--- src/snf_map.vh ---
// Register map, field positions, reset values and codes of the SENT status nibble formatter
`ifndef SNF_MAP_VH
`define SNF_MAP_VH

// Register indexes; byte address is four times the index
`define SNF_CFG_IDX      8'h1E
`define SNF_CTRL_IDX     8'h20
`define SNF_MSG_IDX      8'h21
`define SNF_STAT_IDX     8'h22
`define SNF_ADDR_W       8

// Configuration word fields
`define SNF_CFG_W        18
`define SNF_CFG_RST      18'h0_0000
`define SNF_SERIAL_LSB   0
`define SNF_STYLE_BIT    2
`define SNF_UPDATE_LSB   5
`define SNF_LEVEL_BIT    8
`define SNF_FIXED_LSB    9

// Control word fields
`define SNF_CTRL_RST     2'h0
`define SNF_PROTO_BIT    0
`define SNF_UVDIS_BIT    1

// Message word fields
`define SNF_MSG_RST      24'h00_0000

// Slow channel formats and message lengths in frames
`define SNF_SER_NONE     2'h0
`define SNF_SER_SHORT    2'h1
`define SNF_SER_ENH12    2'h2
`define SNF_SER_ENH16    2'h3
`define SNF_FRM_SHORT    5'h10
`define SNF_FRM_ENH      5'h12
`define SNF_SER_W        36

// Fixed interval lengths in ticks
`define SNF_TICKS_0      4'h5
`define SNF_TICKS_1      4'h4
`define SNF_TICKS_2      4'h7
`define SNF_TICKS_3      4'h8

// Pause pulse policies that wait for a trigger
`define SNF_UPD_TRIG_A   3'h3
`define SNF_UPD_TRIG_B   3'h4

// Error codes in status bits 1:0
`define SNF_ERR_NONE     2'h0
`define SNF_ERR_LOWV     2'h1
`define SNF_ERR_OVERV    2'h2
`define SNF_ERR_FATAL    2'h3
`define SNF_ERR_GENERIC  2'h1

// Bus responses
`define SNF_RESP_OKAY    2'h0
`define SNF_RESP_SLVERR  2'h2

`endif

--- src/snf_frame_buf.v ---
// Two-entry frame buffer with valid and ready on both sides
`timescale 1ns/1ps
module snf_frame_buf #(
   parameter W = 10
) (
   // Clock and reset
   input  wire         sys_clk,
   input  wire         arst_n,
   // Filling side
   input  wire [W-1:0] inData,
   input  wire         inValid,
   output wire         inReady,
   // Draining side
   output wire [W-1:0] outData,
   output wire         outValid,
   input  wire         outReady
);

   reg  [W-1:0] head_reg;
   reg  [W-1:0] spare_reg;
   reg          headValid_reg;
   reg          spareValid_reg;
   wire         push;
   wire         pop;

   // Head drives the outputs directly, spare catches a word during a stall
   assign outData  = head_reg;
   assign outValid = headValid_reg;
   assign inReady  = ~spareValid_reg;
   assign push     = inValid & ~spareValid_reg;
   assign pop      = headValid_reg & outReady;

   // Spare full blocks the filler, so a pop with a full spare never meets a push
   always @(posedge sys_clk or negedge arst_n) begin
      if (!arst_n) begin
         head_reg       <= {W{1'b0}};
         spare_reg      <= {W{1'b0}};
         headValid_reg  <= 1'b0;
         spareValid_reg <= 1'b0;
      end else if (pop && spareValid_reg) begin
         head_reg       <= spare_reg;
         spareValid_reg <= 1'b0;
      end else if (pop) begin
         headValid_reg  <= push;
         if (push) begin
            head_reg <= inData;
         end
      end else if (push && !headValid_reg) begin
         head_reg       <= inData;
         headValid_reg  <= 1'b1;
      end else if (push) begin
         spare_reg      <= inData;
         spareValid_reg <= 1'b1;
      end
   end

endmodule // snf_frame_buf

--- src/snf_status_formatter.v ---
// SENT nibble level, slow channel and error status formatter with AXI4-Lite registers
//
// The AXI4-Lite interface to the registers is this design's own decision.
`timescale 1ns/1ps
`include "snf_map.vh"

// Contract
// - Level bit 0: low fixed, high informs
// - Level bit 1: high fixed, low informs
// - Trigger-wait pause modes: fixed low time
// - Settings apply only in SENT protocol
// - Error in bits 1:0, serial 3:2
// - Format 00 sends bits 3:2 zero
// - Format 01: 8+4 bits, 16 frames
// - Format 10: 12+4 bits, 18 frames
// - Format 11: 16+8 bits, 18 frames
// - Serial formats carry two bits per frame
// - Style 0: none, lowV, overV, fatal
// - Style 1: any error reads 01
// - Low supply reported only if detection on
// - Fixed interval ticks 5,4,7,8 by setting
module snf_status_formatter (
   // Clock and reset
   input  wire        sys_clk,
   input  wire        arst_n,
   // AXI4-Lite write address and data
   input  wire [7:0]  s_axi_awaddr,
   input  wire        s_axi_awvalid,
   output wire        s_axi_awready,
   input  wire [31:0] s_axi_wdata,
   input  wire [3:0]  s_axi_wstrb,
   input  wire        s_axi_wvalid,
   output wire        s_axi_wready,
   // AXI4-Lite write response
   output wire [1:0]  s_axi_bresp,
   output wire        s_axi_bvalid,
   input  wire        s_axi_bready,
   // AXI4-Lite read
   input  wire [7:0]  s_axi_araddr,
   input  wire        s_axi_arvalid,
   output wire        s_axi_arready,
   output wire [31:0] s_axi_rdata,
   output wire [1:0]  s_axi_rresp,
   output wire        s_axi_rvalid,
   input  wire        s_axi_rready,
   // Error conditions from on-chip monitors
   input  wire        lowSupply,
   input  wire        overVoltage,
   input  wire        memFault,
   // Per-frame settings toward the SENT transmitter
   output wire [3:0]  frmStatus,
   output wire [3:0]  frmFixedTicks,
   output wire        frmInfoHigh,
   output wire        frmPauseFixedLow,
   output wire        frmValid,
   input  wire        frmReady
);

   // Indexes are six bits wide; the two low address bits pick a byte
   localparam [7:0] CFG_IDX   = `SNF_CFG_IDX;
   localparam [7:0] CTRL_IDX  = `SNF_CTRL_IDX;
   localparam [7:0] MSG_IDX   = `SNF_MSG_IDX;
   localparam [7:0] STAT_IDX  = `SNF_STAT_IDX;
   localparam [7:0] CFG_ADDR  = {CFG_IDX[5:0], 2'b00};
   localparam [7:0] CTRL_ADDR = {CTRL_IDX[5:0], 2'b00};
   localparam [7:0] MSG_ADDR  = {MSG_IDX[5:0], 2'b00};
   localparam [7:0] STAT_ADDR = {STAT_IDX[5:0], 2'b00};
   localparam       WORD_W    = 10;

   // Bus slave state
   reg                   awReady_reg;
   reg                   wReady_reg;
   reg                   bValid_reg;
   reg  [1:0]            bResp_reg;
   reg                   arReady_reg;
   reg                   rValid_reg;
   reg  [1:0]            rResp_reg;
   reg  [31:0]           rData_reg;
   reg                   awHeld_reg;
   reg                   wHeld_reg;
   reg  [7:0]            awAddr_reg;
   reg  [31:0]           wData_reg;
   reg  [3:0]            wStrb_reg;

   // Software visible settings
   reg  [`SNF_CFG_W-1:0] cfg_reg;
   reg  [1:0]            ctrl_reg;
   reg  [23:0]           msg_reg;

   // Slow channel sequencer
   reg  [`SNF_SER_W-1:0] shift_reg;
   reg  [4:0]            frmIdx_reg;
   reg  [1:0]            curFmt_reg;
   reg                   needLoad_reg;
   reg  [3:0]            lastNibble_reg;

   // Decoded settings and frame word
   wire [1:0]            serFmt;
   wire                  errStyle;
   wire                  levelBit;
   wire [1:0]            fixedSel;
   wire [2:0]            pauseMode;
   wire                  sentActive;
   wire                  lowVisible;
   reg  [1:0]            errCode;
   reg  [3:0]            fixedTicks;
   reg  [`SNF_SER_W-1:0] loadVec;
   reg  [4:0]            msgFrames;
   wire                  restart;
   wire [`SNF_SER_W-1:0] serNow;
   wire [1:0]            serBits;
   wire [3:0]            statusNibble;
   wire                  pauseFixed;
   wire [WORD_W-1:0]     genWord;
   wire                  genValid;
   wire                  bufInReady;
   wire                  push;
   wire [WORD_W-1:0]     bufWord;
   wire [31:0]           wMask;
   wire                  doWrite;

   // Bus outputs come straight from their flops
   assign s_axi_awready = awReady_reg;
   assign s_axi_wready  = wReady_reg;
   assign s_axi_bvalid  = bValid_reg;
   assign s_axi_bresp   = bResp_reg;
   assign s_axi_arready = arReady_reg;
   assign s_axi_rvalid  = rValid_reg;
   assign s_axi_rresp   = rResp_reg;
   assign s_axi_rdata   = rData_reg;

   // Field decode of the settings words
   // Level, pause and tick fields are passed on for the transmitter only
   assign serFmt    = cfg_reg[`SNF_SERIAL_LSB+1:`SNF_SERIAL_LSB];
   assign errStyle  = cfg_reg[`SNF_STYLE_BIT];
   assign levelBit  = cfg_reg[`SNF_LEVEL_BIT];
   assign fixedSel  = cfg_reg[`SNF_FIXED_LSB+1:`SNF_FIXED_LSB];
   assign pauseMode = cfg_reg[`SNF_UPDATE_LSB+2:`SNF_UPDATE_LSB];
   // PWM output stops frame production altogether
   assign sentActive = ~ctrl_reg[`SNF_PROTO_BIT];
   assign lowVisible = lowSupply & ~ctrl_reg[`SNF_UVDIS_BIT];

   // Error code; the worst condition wins when several are present
   // Style 1 hides which monitor fired, only that one did
   always @* begin
      errCode = `SNF_ERR_NONE;
      if (errStyle) begin
         if (memFault || overVoltage || lowVisible) begin
            errCode = `SNF_ERR_GENERIC;
         end
      end else if (memFault) begin
         errCode = `SNF_ERR_FATAL;
      end else if (overVoltage) begin
         errCode = `SNF_ERR_OVERV;
      end else if (lowVisible) begin
         errCode = `SNF_ERR_LOWV;
      end
   end

   // Fixed interval length in ticks
   // An unknown select falls back to the standard five ticks
   always @* begin
      case (fixedSel)
         2'h0:    fixedTicks = `SNF_TICKS_0;
         2'h1:    fixedTicks = `SNF_TICKS_1;
         2'h2:    fixedTicks = `SNF_TICKS_2;
         2'h3:    fixedTicks = `SNF_TICKS_3;
         default: fixedTicks = `SNF_TICKS_0;
      endcase
   end

   // Message image, identifier then value, left aligned; tail slots send zero
   // Short messages end after 16 frames, so bits past 32 are never sent
   always @* begin
      loadVec   = {`SNF_SER_W{1'b0}};
      msgFrames = `SNF_FRM_ENH;
      case (serFmt)
         `SNF_SER_SHORT: begin
            loadVec   = {msg_reg[19:16], msg_reg[7:0], {24{1'b0}}};
            msgFrames = `SNF_FRM_SHORT;
         end
         `SNF_SER_ENH12: begin
            loadVec   = {msg_reg[19:16], msg_reg[11:0], {20{1'b0}}};
         end
         `SNF_SER_ENH16: begin
            loadVec   = {msg_reg[23:16], msg_reg[15:0], {12{1'b0}}};
         end
         default: begin
            loadVec   = {`SNF_SER_W{1'b0}};
         end
      endcase
   end

   // A new message starts after reset, after the last frame, or on a format change
   // A message word written mid-message waits for the next restart
   assign restart = needLoad_reg | (serFmt != curFmt_reg) |
                    (frmIdx_reg == msgFrames);
   assign serNow  = restart ? loadVec : shift_reg;
   // Two message bits ride in each frame, the higher one on bit 3
   assign serBits = (serFmt == `SNF_SER_NONE) ? 2'b00 :
                    serNow[`SNF_SER_W-1:`SNF_SER_W-2];
   assign statusNibble = {serBits, errCode};

   // Trigger-wait pause pulses keep a fixed low time whatever the level bit
   assign pauseFixed = (pauseMode == `SNF_UPD_TRIG_A) |
                       (pauseMode == `SNF_UPD_TRIG_B);

   // Information on high when level bit is 0, on low when it is 1
   // Inverting here lets the flag name the level that carries the value
   assign genWord  = {pauseFixed, ~levelBit, fixedTicks, statusNibble};
   assign genValid = sentActive;
   assign push     = genValid & bufInReady;

   // Sequencer advances only when a frame word is really accepted
   // Words are built up to two frames ahead, so new settings and errors
   // reach the transmitter only once the buffered words have gone
   always @(posedge sys_clk or negedge arst_n) begin
      if (!arst_n) begin
         shift_reg      <= {`SNF_SER_W{1'b0}};
         frmIdx_reg     <= 5'h00;
         curFmt_reg     <= `SNF_SER_NONE;
         needLoad_reg   <= 1'b1;
         lastNibble_reg <= 4'h0;
      end else if (push) begin
         shift_reg      <= {serNow[`SNF_SER_W-3:0], 2'b00};
         frmIdx_reg     <= restart ? 5'h01 : frmIdx_reg + 5'h01;
         curFmt_reg     <= serFmt;
         needLoad_reg   <= 1'b0;
         lastNibble_reg <= statusNibble;
      end
   end

   // Buffer absorbs a stall by the transmitter; its head feeds the frame outputs
   snf_frame_buf #(
      .W (WORD_W)
   ) uFrameBuf (
      .sys_clk  (sys_clk),
      .arst_n   (arst_n),
      .inData   (genWord),
      .inValid  (genValid),
      .inReady  (bufInReady),
      .outData  (bufWord),
      .outValid (frmValid),
      .outReady (frmReady)
   );

   // Frame outputs are the head flops of the buffer, unchanged
   assign frmStatus        = bufWord[3:0];
   assign frmFixedTicks    = bufWord[7:4];
   assign frmInfoHigh      = bufWord[8];
   assign frmPauseFixedLow = bufWord[9];

   // Byte lane mask from the held strobes
   // Strobes are held with the data, as the address may come later
   assign wMask   = {{8{wStrb_reg[3]}}, {8{wStrb_reg[2]}},
                     {8{wStrb_reg[1]}}, {8{wStrb_reg[0]}}};
   assign doWrite = awHeld_reg & wHeld_reg & ~bValid_reg;

   // Write channels: address and data taken in either order, answer after both
   // Readies stay low until the answer is taken: one write at a time
   always @(posedge sys_clk or negedge arst_n) begin
      if (!arst_n) begin
         awReady_reg <= 1'b0;
         wReady_reg  <= 1'b0;
         bValid_reg  <= 1'b0;
         bResp_reg   <= `SNF_RESP_OKAY;
         awHeld_reg  <= 1'b0;
         wHeld_reg   <= 1'b0;
         awAddr_reg  <= 8'h00;
         wData_reg   <= 32'h0000_0000;
         wStrb_reg   <= 4'h0;
         cfg_reg     <= `SNF_CFG_RST;
         ctrl_reg    <= `SNF_CTRL_RST;
         msg_reg     <= `SNF_MSG_RST;
      end else begin
         if (s_axi_awvalid && awReady_reg) begin
            awHeld_reg  <= 1'b1;
            awAddr_reg  <= s_axi_awaddr;
            awReady_reg <= 1'b0;
         end else if (!awHeld_reg && !bValid_reg) begin
            awReady_reg <= 1'b1;
         end
         if (s_axi_wvalid && wReady_reg) begin
            wHeld_reg  <= 1'b1;
            wData_reg  <= s_axi_wdata;
            wStrb_reg  <= s_axi_wstrb;
            wReady_reg <= 1'b0;
         end else if (!wHeld_reg && !bValid_reg) begin
            wReady_reg <= 1'b1;
         end
         if (doWrite) begin
            awHeld_reg <= 1'b0;
            wHeld_reg  <= 1'b0;
            bValid_reg <= 1'b1;
            bResp_reg  <= `SNF_RESP_OKAY;
            // Unmapped offsets answer SLVERR and change nothing
            case (awAddr_reg & 8'hFC)
               CFG_ADDR:
                  cfg_reg  <= (cfg_reg & ~wMask[`SNF_CFG_W-1:0]) |
                              (wData_reg[`SNF_CFG_W-1:0] & wMask[`SNF_CFG_W-1:0]);
               CTRL_ADDR:
                  ctrl_reg <= (ctrl_reg & ~wMask[1:0]) | (wData_reg[1:0] & wMask[1:0]);
               MSG_ADDR:
                  msg_reg  <= (msg_reg & ~wMask[23:0]) | (wData_reg[23:0] & wMask[23:0]);
               STAT_ADDR:
                  bResp_reg <= `SNF_RESP_OKAY;  // Read-only, write ignored
               default:
                  bResp_reg <= `SNF_RESP_SLVERR;
            endcase
         end else if (bValid_reg && s_axi_bready) begin
            bValid_reg <= 1'b0;
         end
      end
   end

   // Read channel: one read at a time, data one edge after the address
   // Data are captured at the address edge; later changes are not seen
   always @(posedge sys_clk or negedge arst_n) begin
      if (!arst_n) begin
         arReady_reg <= 1'b0;
         rValid_reg  <= 1'b0;
         rResp_reg   <= `SNF_RESP_OKAY;
         rData_reg   <= 32'h0000_0000;
      end else if (s_axi_arvalid && arReady_reg) begin
         arReady_reg <= 1'b0;
         rValid_reg  <= 1'b1;
         rResp_reg   <= `SNF_RESP_OKAY;
         rData_reg   <= 32'h0000_0000;
         case (s_axi_araddr & 8'hFC)
            CFG_ADDR:  rData_reg <= {{(32-`SNF_CFG_W){1'b0}}, cfg_reg};
            CTRL_ADDR: rData_reg <= {30'h0000_0000, ctrl_reg};
            MSG_ADDR:  rData_reg <= {8'h00, msg_reg};
            // Status is a debug snapshot of the sequencer
            STAT_ADDR: rData_reg <= {21'h00_0000, bufInReady, sentActive,
                                     frmIdx_reg, lastNibble_reg};
            default:   rResp_reg <= `SNF_RESP_SLVERR;
         endcase
      end else if (rValid_reg && s_axi_rready) begin
         rValid_reg  <= 1'b0;
      end else if (!rValid_reg) begin
         arReady_reg <= 1'b1;
      end
   end

endmodule // snf_status_formatter

--- config.mk ---
export PLATFORM = sky130hd
export DESIGN_NAME = snf_status_formatter
export DESIGN_NICKNAME = d
export VERILOG_FILES = /design/src/snf_frame_buf.v /design/src/snf_status_formatter.v
export VERILOG_INCLUDE_DIRS = /design/src
export SDC_FILE = /design/constraint.sdc
export NUM_CORES = 1
export LEC_CHECK = 0
export BUFFER_PORTS_ARGS = -buffer_cell sky130_fd_sc_hd__clkbuf_2
export CORE_MARGIN = 5
export CORE_UTILIZATION = 40
export CTS_CLUSTER_SIZE = 10
export DETAILED_ROUTE_END_ITERATION = 12
export PLACE_DENSITY = 0.71
export SLEW_MARGIN = 10
export SYNTH_ARGS = -nofsm -noshare
export SYNTH_HDL_FRONTEND = slang
export SYNTH_SLANG_ARGS = --single-unit
export TNS_END_PERCENT = 1
--- constraint.sdc ---
create_clock -name sys_clk -period 3.9 [get_ports sys_clk]
set_input_delay 0.585 -clock sys_clk [delete_from_list [all_inputs] [get_ports sys_clk]]
set_output_delay 0.585 -clock sys_clk [all_outputs]
set_load 0.005 [all_outputs]
* Word-level counts from Yosys, hierarchy flattened *
Cells that the tools add are included.

cells by class
  add/subtract/negate cells = 1
  equality and inequality tests = 23
  mux-type cells = 39
  bitwise gates (word level) = 28
  reduce and logical (&&, ||, !) cells = 36

operators with widths
  kind                                                              count
  36-bit case mux with 3 select lines                               1
  24-bit case mux with 4 select lines                               1
  24-bit AND                                                        2
  10-bit 2-to-1 mux                                                 4
  18-bit AND                                                        2
  6-bit == test (second input constant)                             6
  36-bit 2-to-1 mux                                                 1
  24-bit inverter                                                   1
  24-bit OR                                                         1
  1-bit 2-to-1 mux                                                  23
  18-bit inverter                                                   1
  18-bit OR                                                         1
  4-bit case mux with 4 select lines                                1
  2-bit nonzero test                                                8
  2-bit 2-to-1 mux                                                  7
  6-bit by 5-bit == test with 1-bit output (second input constant)  2
  2-bit AND reduction                                               6
  1-bit logical AND                                                 9
  2-bit == test (second input constant)                             4
  1-bit inverter                                                    8
  4-bit OR reduction                                                2
  5-bit by 1-bit adder with 5-bit output (second input constant)    1
  1-bit AND                                                         5
  5-bit == test                                                     1
  18 further kinds                                                  29

word-level totals
  register bits = 190
  input port bits = 63
  output and inout port bits = 52
  word-level logic and storage cells = 152

* Longest topological paths before layout *
  word-level depth = 9
  gate-level depth with buffers = 7
  mapped depth without buffers = 5

* Hierarchy *
From an unflattened synthesis, not the netlist that was laid out.

second synthesis, totals
  cell total of the unflattened synthesis = 615
  area total of the unflattened synthesis = 7,536.0 µm²

modules (own cells, without submodules)
  module                times used  cells an instance  area each (µm²)
  snf_status_formatter  1           550                6,541.3
  snf_frame_buf         1           65                 994.7

* Worst setup path after synthesis *
No wires, ideal clock.

  kind = input-to-reg
  start point = input port s_axi_araddr[4]
  end point = register rData_reg[9], in the netlist s_axi_rdata[9]
  data arrival time = 1.910 ns
  required time = 3.823 ns
  setup slack = 1.913 ns
  cell stages on the path = 6
  path buffers = 2
  cells stage by stage = or4b_1 -> buf_6 -> nor3b_4 -> buf_6 -> a222oi_1 -> o21ai_1

between the ends
  cells in the longest elaborated chain, start to end = 2
  elaborated cells between the ends (all ways) = 5
  those cells by class = eq/ne (4); mux (1)

RTL lines
  what                                                                              RTL line                    source
  start, declared                                                                   snf_status_formatter.v:39   input wire [7:0] s_axi_araddr,
  6-bit == test / 6-bit by 5-bit == test with 1-bit output (equally long branches)  snf_status_formatter.v:329  case (s_axi_araddr & 8'hFC)
  24-bit case mux with 4 select lines (*)                                           snf_status_formatter.v:329
  end signal, assigned                                                              snf_status_formatter.v:330  CFG_ADDR: rData_reg <= {{(32-`SNF_CFG_W){1'b0}}, cfg_reg};
  end signal, assigned                                                              snf_status_formatter.v:331  CTRL_ADDR: rData_reg <= {30'h0000_0000, ctrl_reg};
  end signal, assigned                                                              snf_status_formatter.v:332  MSG_ADDR: rData_reg <= {8'h00, msg_reg};
  end, declared                                                                     snf_status_formatter.v:78   reg [31:0] rData_reg;

Every way passes the cells marked *; elsewhere a longest branch is shown, timed or not.
A chain may end at the register's enable or synchronous reset.

==> flow_summary_export.csv <==
group,metric,value,unit
floorplan,start_util,0.405,
route,viasPerCell,5.40,
finish,final_nets,768,
synthesis,ys_warn_count,0,
cts,cts_setup_buffers,0,
worst_setup_path,cpMaxStageDelayCell,"dfrtp_1",
power_and_ir_drop,cellPowerDensity,712,nW/um2
power_and_ir_drop,combPwrFrac,0.253,
finish,fillCellCount,1609,
outcome,outcome,"complete, no violations",
finish,drive_above_1_share,0.310,
route,first_iter_violations,430,
power_and_ir_drop,leakage,3.98,nW
placed_design,dp_hpwl,11700,um
floorplan,coreArea,17900,um2
cts,cts_htree_levels,4,
worst_setup_path,cp-start-kind,"register",
cts,clkTransAtPathRegs,0.06,ns
floorplan,die_x,145,um
synthesis,synthTopCellsByArea,"dfrtp_1, mux2_2, nand2_1",
grt,antenna_found_initial,0,
timing,finClkSkew,0.00532,ns
placed_design,dpl.cell_count,914,
power_and_ir_drop,p_seq_frac,0.470,
synthesis,ys.flop_type,"dfrtp_1",
finish,regArea,4160,um2
grt,grt_max_degree,76,
worst_setup_path,worst_ep_arrival_time,2.63,ns
cts,clock_latency,0.43,ns
cts,clockRootBuffer,"clkbuf_16",
synthesis,avgSynthCellArea,11.7,um2
power_and_ir_drop,p_sw_frac,0.334,
grt,grt_pass1_vias,4891,
synthesis,seq_area_frac_synth,0.573,
synthesis,ys_ff_latch,166,
synthesis,ys_async_sr_fraction,1.00,
power_and_ir_drop,p_switching,0.00201,W
worst_setup_path,max_stage_delay,0.72,ns
route,ant_nets,0,
worst_setup_path,worst-setup-path-type,"reg2reg",
power_and_ir_drop,total_power,0.00602,W
synthesis,syn_area,7250,um2
route,vias,5103,
synthesis,synthCells,618,
cts,cts_made_buffers,17,
finish,instances_no_fill,945,
timing,worst_pin_slew,0.985,ns
synthesis,ys_types,51,
floorplan,dieHeight,145,um
power_and_ir_drop,p_int,0.00401,W
timing,rsz0062_at_grt,"false",
placed_design,io_buffers,91,
finish,multi_input_area,2820,um2
worst_setup_path,crit_path_end_kind,"register",
cts,cts_resized,0,
cts,clockBufferDepth,2,
worst_setup_path,path_cells,"xor2_1 -> nor3_2 -> o211a_1 -> a221oi_1",
timing,slew_headroom,0.341,
synthesis,synth_top_area_share,0.570,
power_and_ir_drop,p_clk_frac,0.277,
route,routed_wl,16600,um
timing,finalSetupViolations,0,
cts,clock_sinks,166,
grt,grt_first_pass_wirelength,26900,um
worst_setup_path,required,4.17,ns
grt,grtUsageTotal,0.166,
route,drc,0,
route,wl_per_cell,17.5,um
timing,hold_viol_final,0,
floorplan,rows,49,
floorplan,ios,115,
min_path,hp-class,"in2async",
timing,fin_crit_sh,0.604,
finish,area_growth,16.7,%
floorplan,dieArea,20900,um2
grt,gr-total-overflow,0,
route,drtPass1Iterations,7,
timing,holdWs,0.178,ns
cts,holdBufCountCts,0,
flow_run,maxCapViolCount,0,
timing,max_freq,0.425,GHz
worst_setup_path,crit_family,"compound AO/OA/AOI/OAI gates",
synthesis,yosysTopAreaCell,"dfrtp_1",
cts,cts_tree,"yes",
finish,antennaDiodeCount,0,
timing,fin_tns_setup,0,ns
power_and_ir_drop,vdd_ir_drop_max,408,uV
finish,post-route-util,0.473,
synthesis,synth_edf_count,0,
placed_design,routabilityCongestion,0.811,
timing,min_period,2.35,ns
timing,slew_viol_final,0,
worst_setup_path,crit_fanout,21,
worst_setup_path,cp.buffers_inverters,0,
==> layout make-up <==
class,instances,share of cell area
clock inverter,8,0.0115
multi-input combinational,400,0.334
tap,229,0.0339
timing repair buffer,99,0.0631
inverter,20,0.00887
clock buffer,23,0.0577
sequential,166,0.491
==> kinds of logic (layout without fill, tap and decap cells) <==
group	count (synthesis)	after routing	share of synthesized area
buf+inv	61	150	0.0419
other cells	1	10	0.000517
mux	95	95	0.147
flops	166	166	0.573
xor+xnor	6	6	0.00725
simple gates	139	139	0.0927
compound gates	149	149	0.136
fa+ha+maj	1	1	0.00173
==> power groups by stage <==
stage / sequential, W / combinational, W / clock (W)
after floorplan: 0.00264 / 0.00119 / 0
after detailed placement: 0.00285 / 0.00154 / 0
after global placement: 0.00283 / 0.00149 / 0
after CTS: 0.00282 / 0.00154 / 0.00170
final: 0.00283 / 0.00153 / 0.00167
after global routing: 0.00290 / 0.00172 / 0.00178
==> synthesized netlist by cell type (5+ instances only) <==
cell type,n
mux2i_1,5
a222oi_1,19
mux2_2,82
o21ai_0,36
a22oi_1,21
inv_1,20
o21a_1,5
xor2_1,5
clkbuf_1,22
mux2_1,8
dfrtp_1,165
nor2_1,29
o21ai_1,25
nand2_1,77
buf_4,13
a21oi_1,18
==> layer usage <==
metal | global-route usage | part of all wire
met1 | 0.245 | 0.47
met2 | 0.240 | 0.44
met3 | 0.0437 | 0.080
met4 | 0.0530 | 0.015
met5 | 0 | 0
==> cell usage in the layout (no fill, tap or decap), types with 18 or more instances in the layout <==
cell        n
dfrtp_1   165
clkbuf_2   90
mux2_2     82
nand2_1    77
o21ai_0    36
nor2_1     29
o21ai_1    25
a22oi_1    21
inv_1      20
a222oi_1   19
a21oi_1    18
==> path summary, 6_finish.rpt <==
check	depth (start not counted)	endpoint	slack, ns	startpoint
min in group sys_clk	2	s_axi_bvalid	0.32	s_axi_bready
max in group asynchronous	2	shift_reg[20]	2.82	arst_n
setup / recovery	4	shift_reg[35]	1.55	register
setup reg to reg	4	shift_reg[35]	1.55	register
hold reg to reg	2	uFrameBuf.outData[6]	0.48	uFrameBuf.outData[6]
hold / removal	1	s_axi_rdata[15]	0.18	arst_n
==> through the flow <==
step           setup WS, ns  cell area [um2]
2_1_floorplan          1.91             7280
3_3_place_gp           1.59             7880
3_5_place_dp           1.58             7880
4_1_cts                1.57             8460
5_1_grt                1.33             8460
6_report               1.55             8460
(Power assumes the default switching activity.)
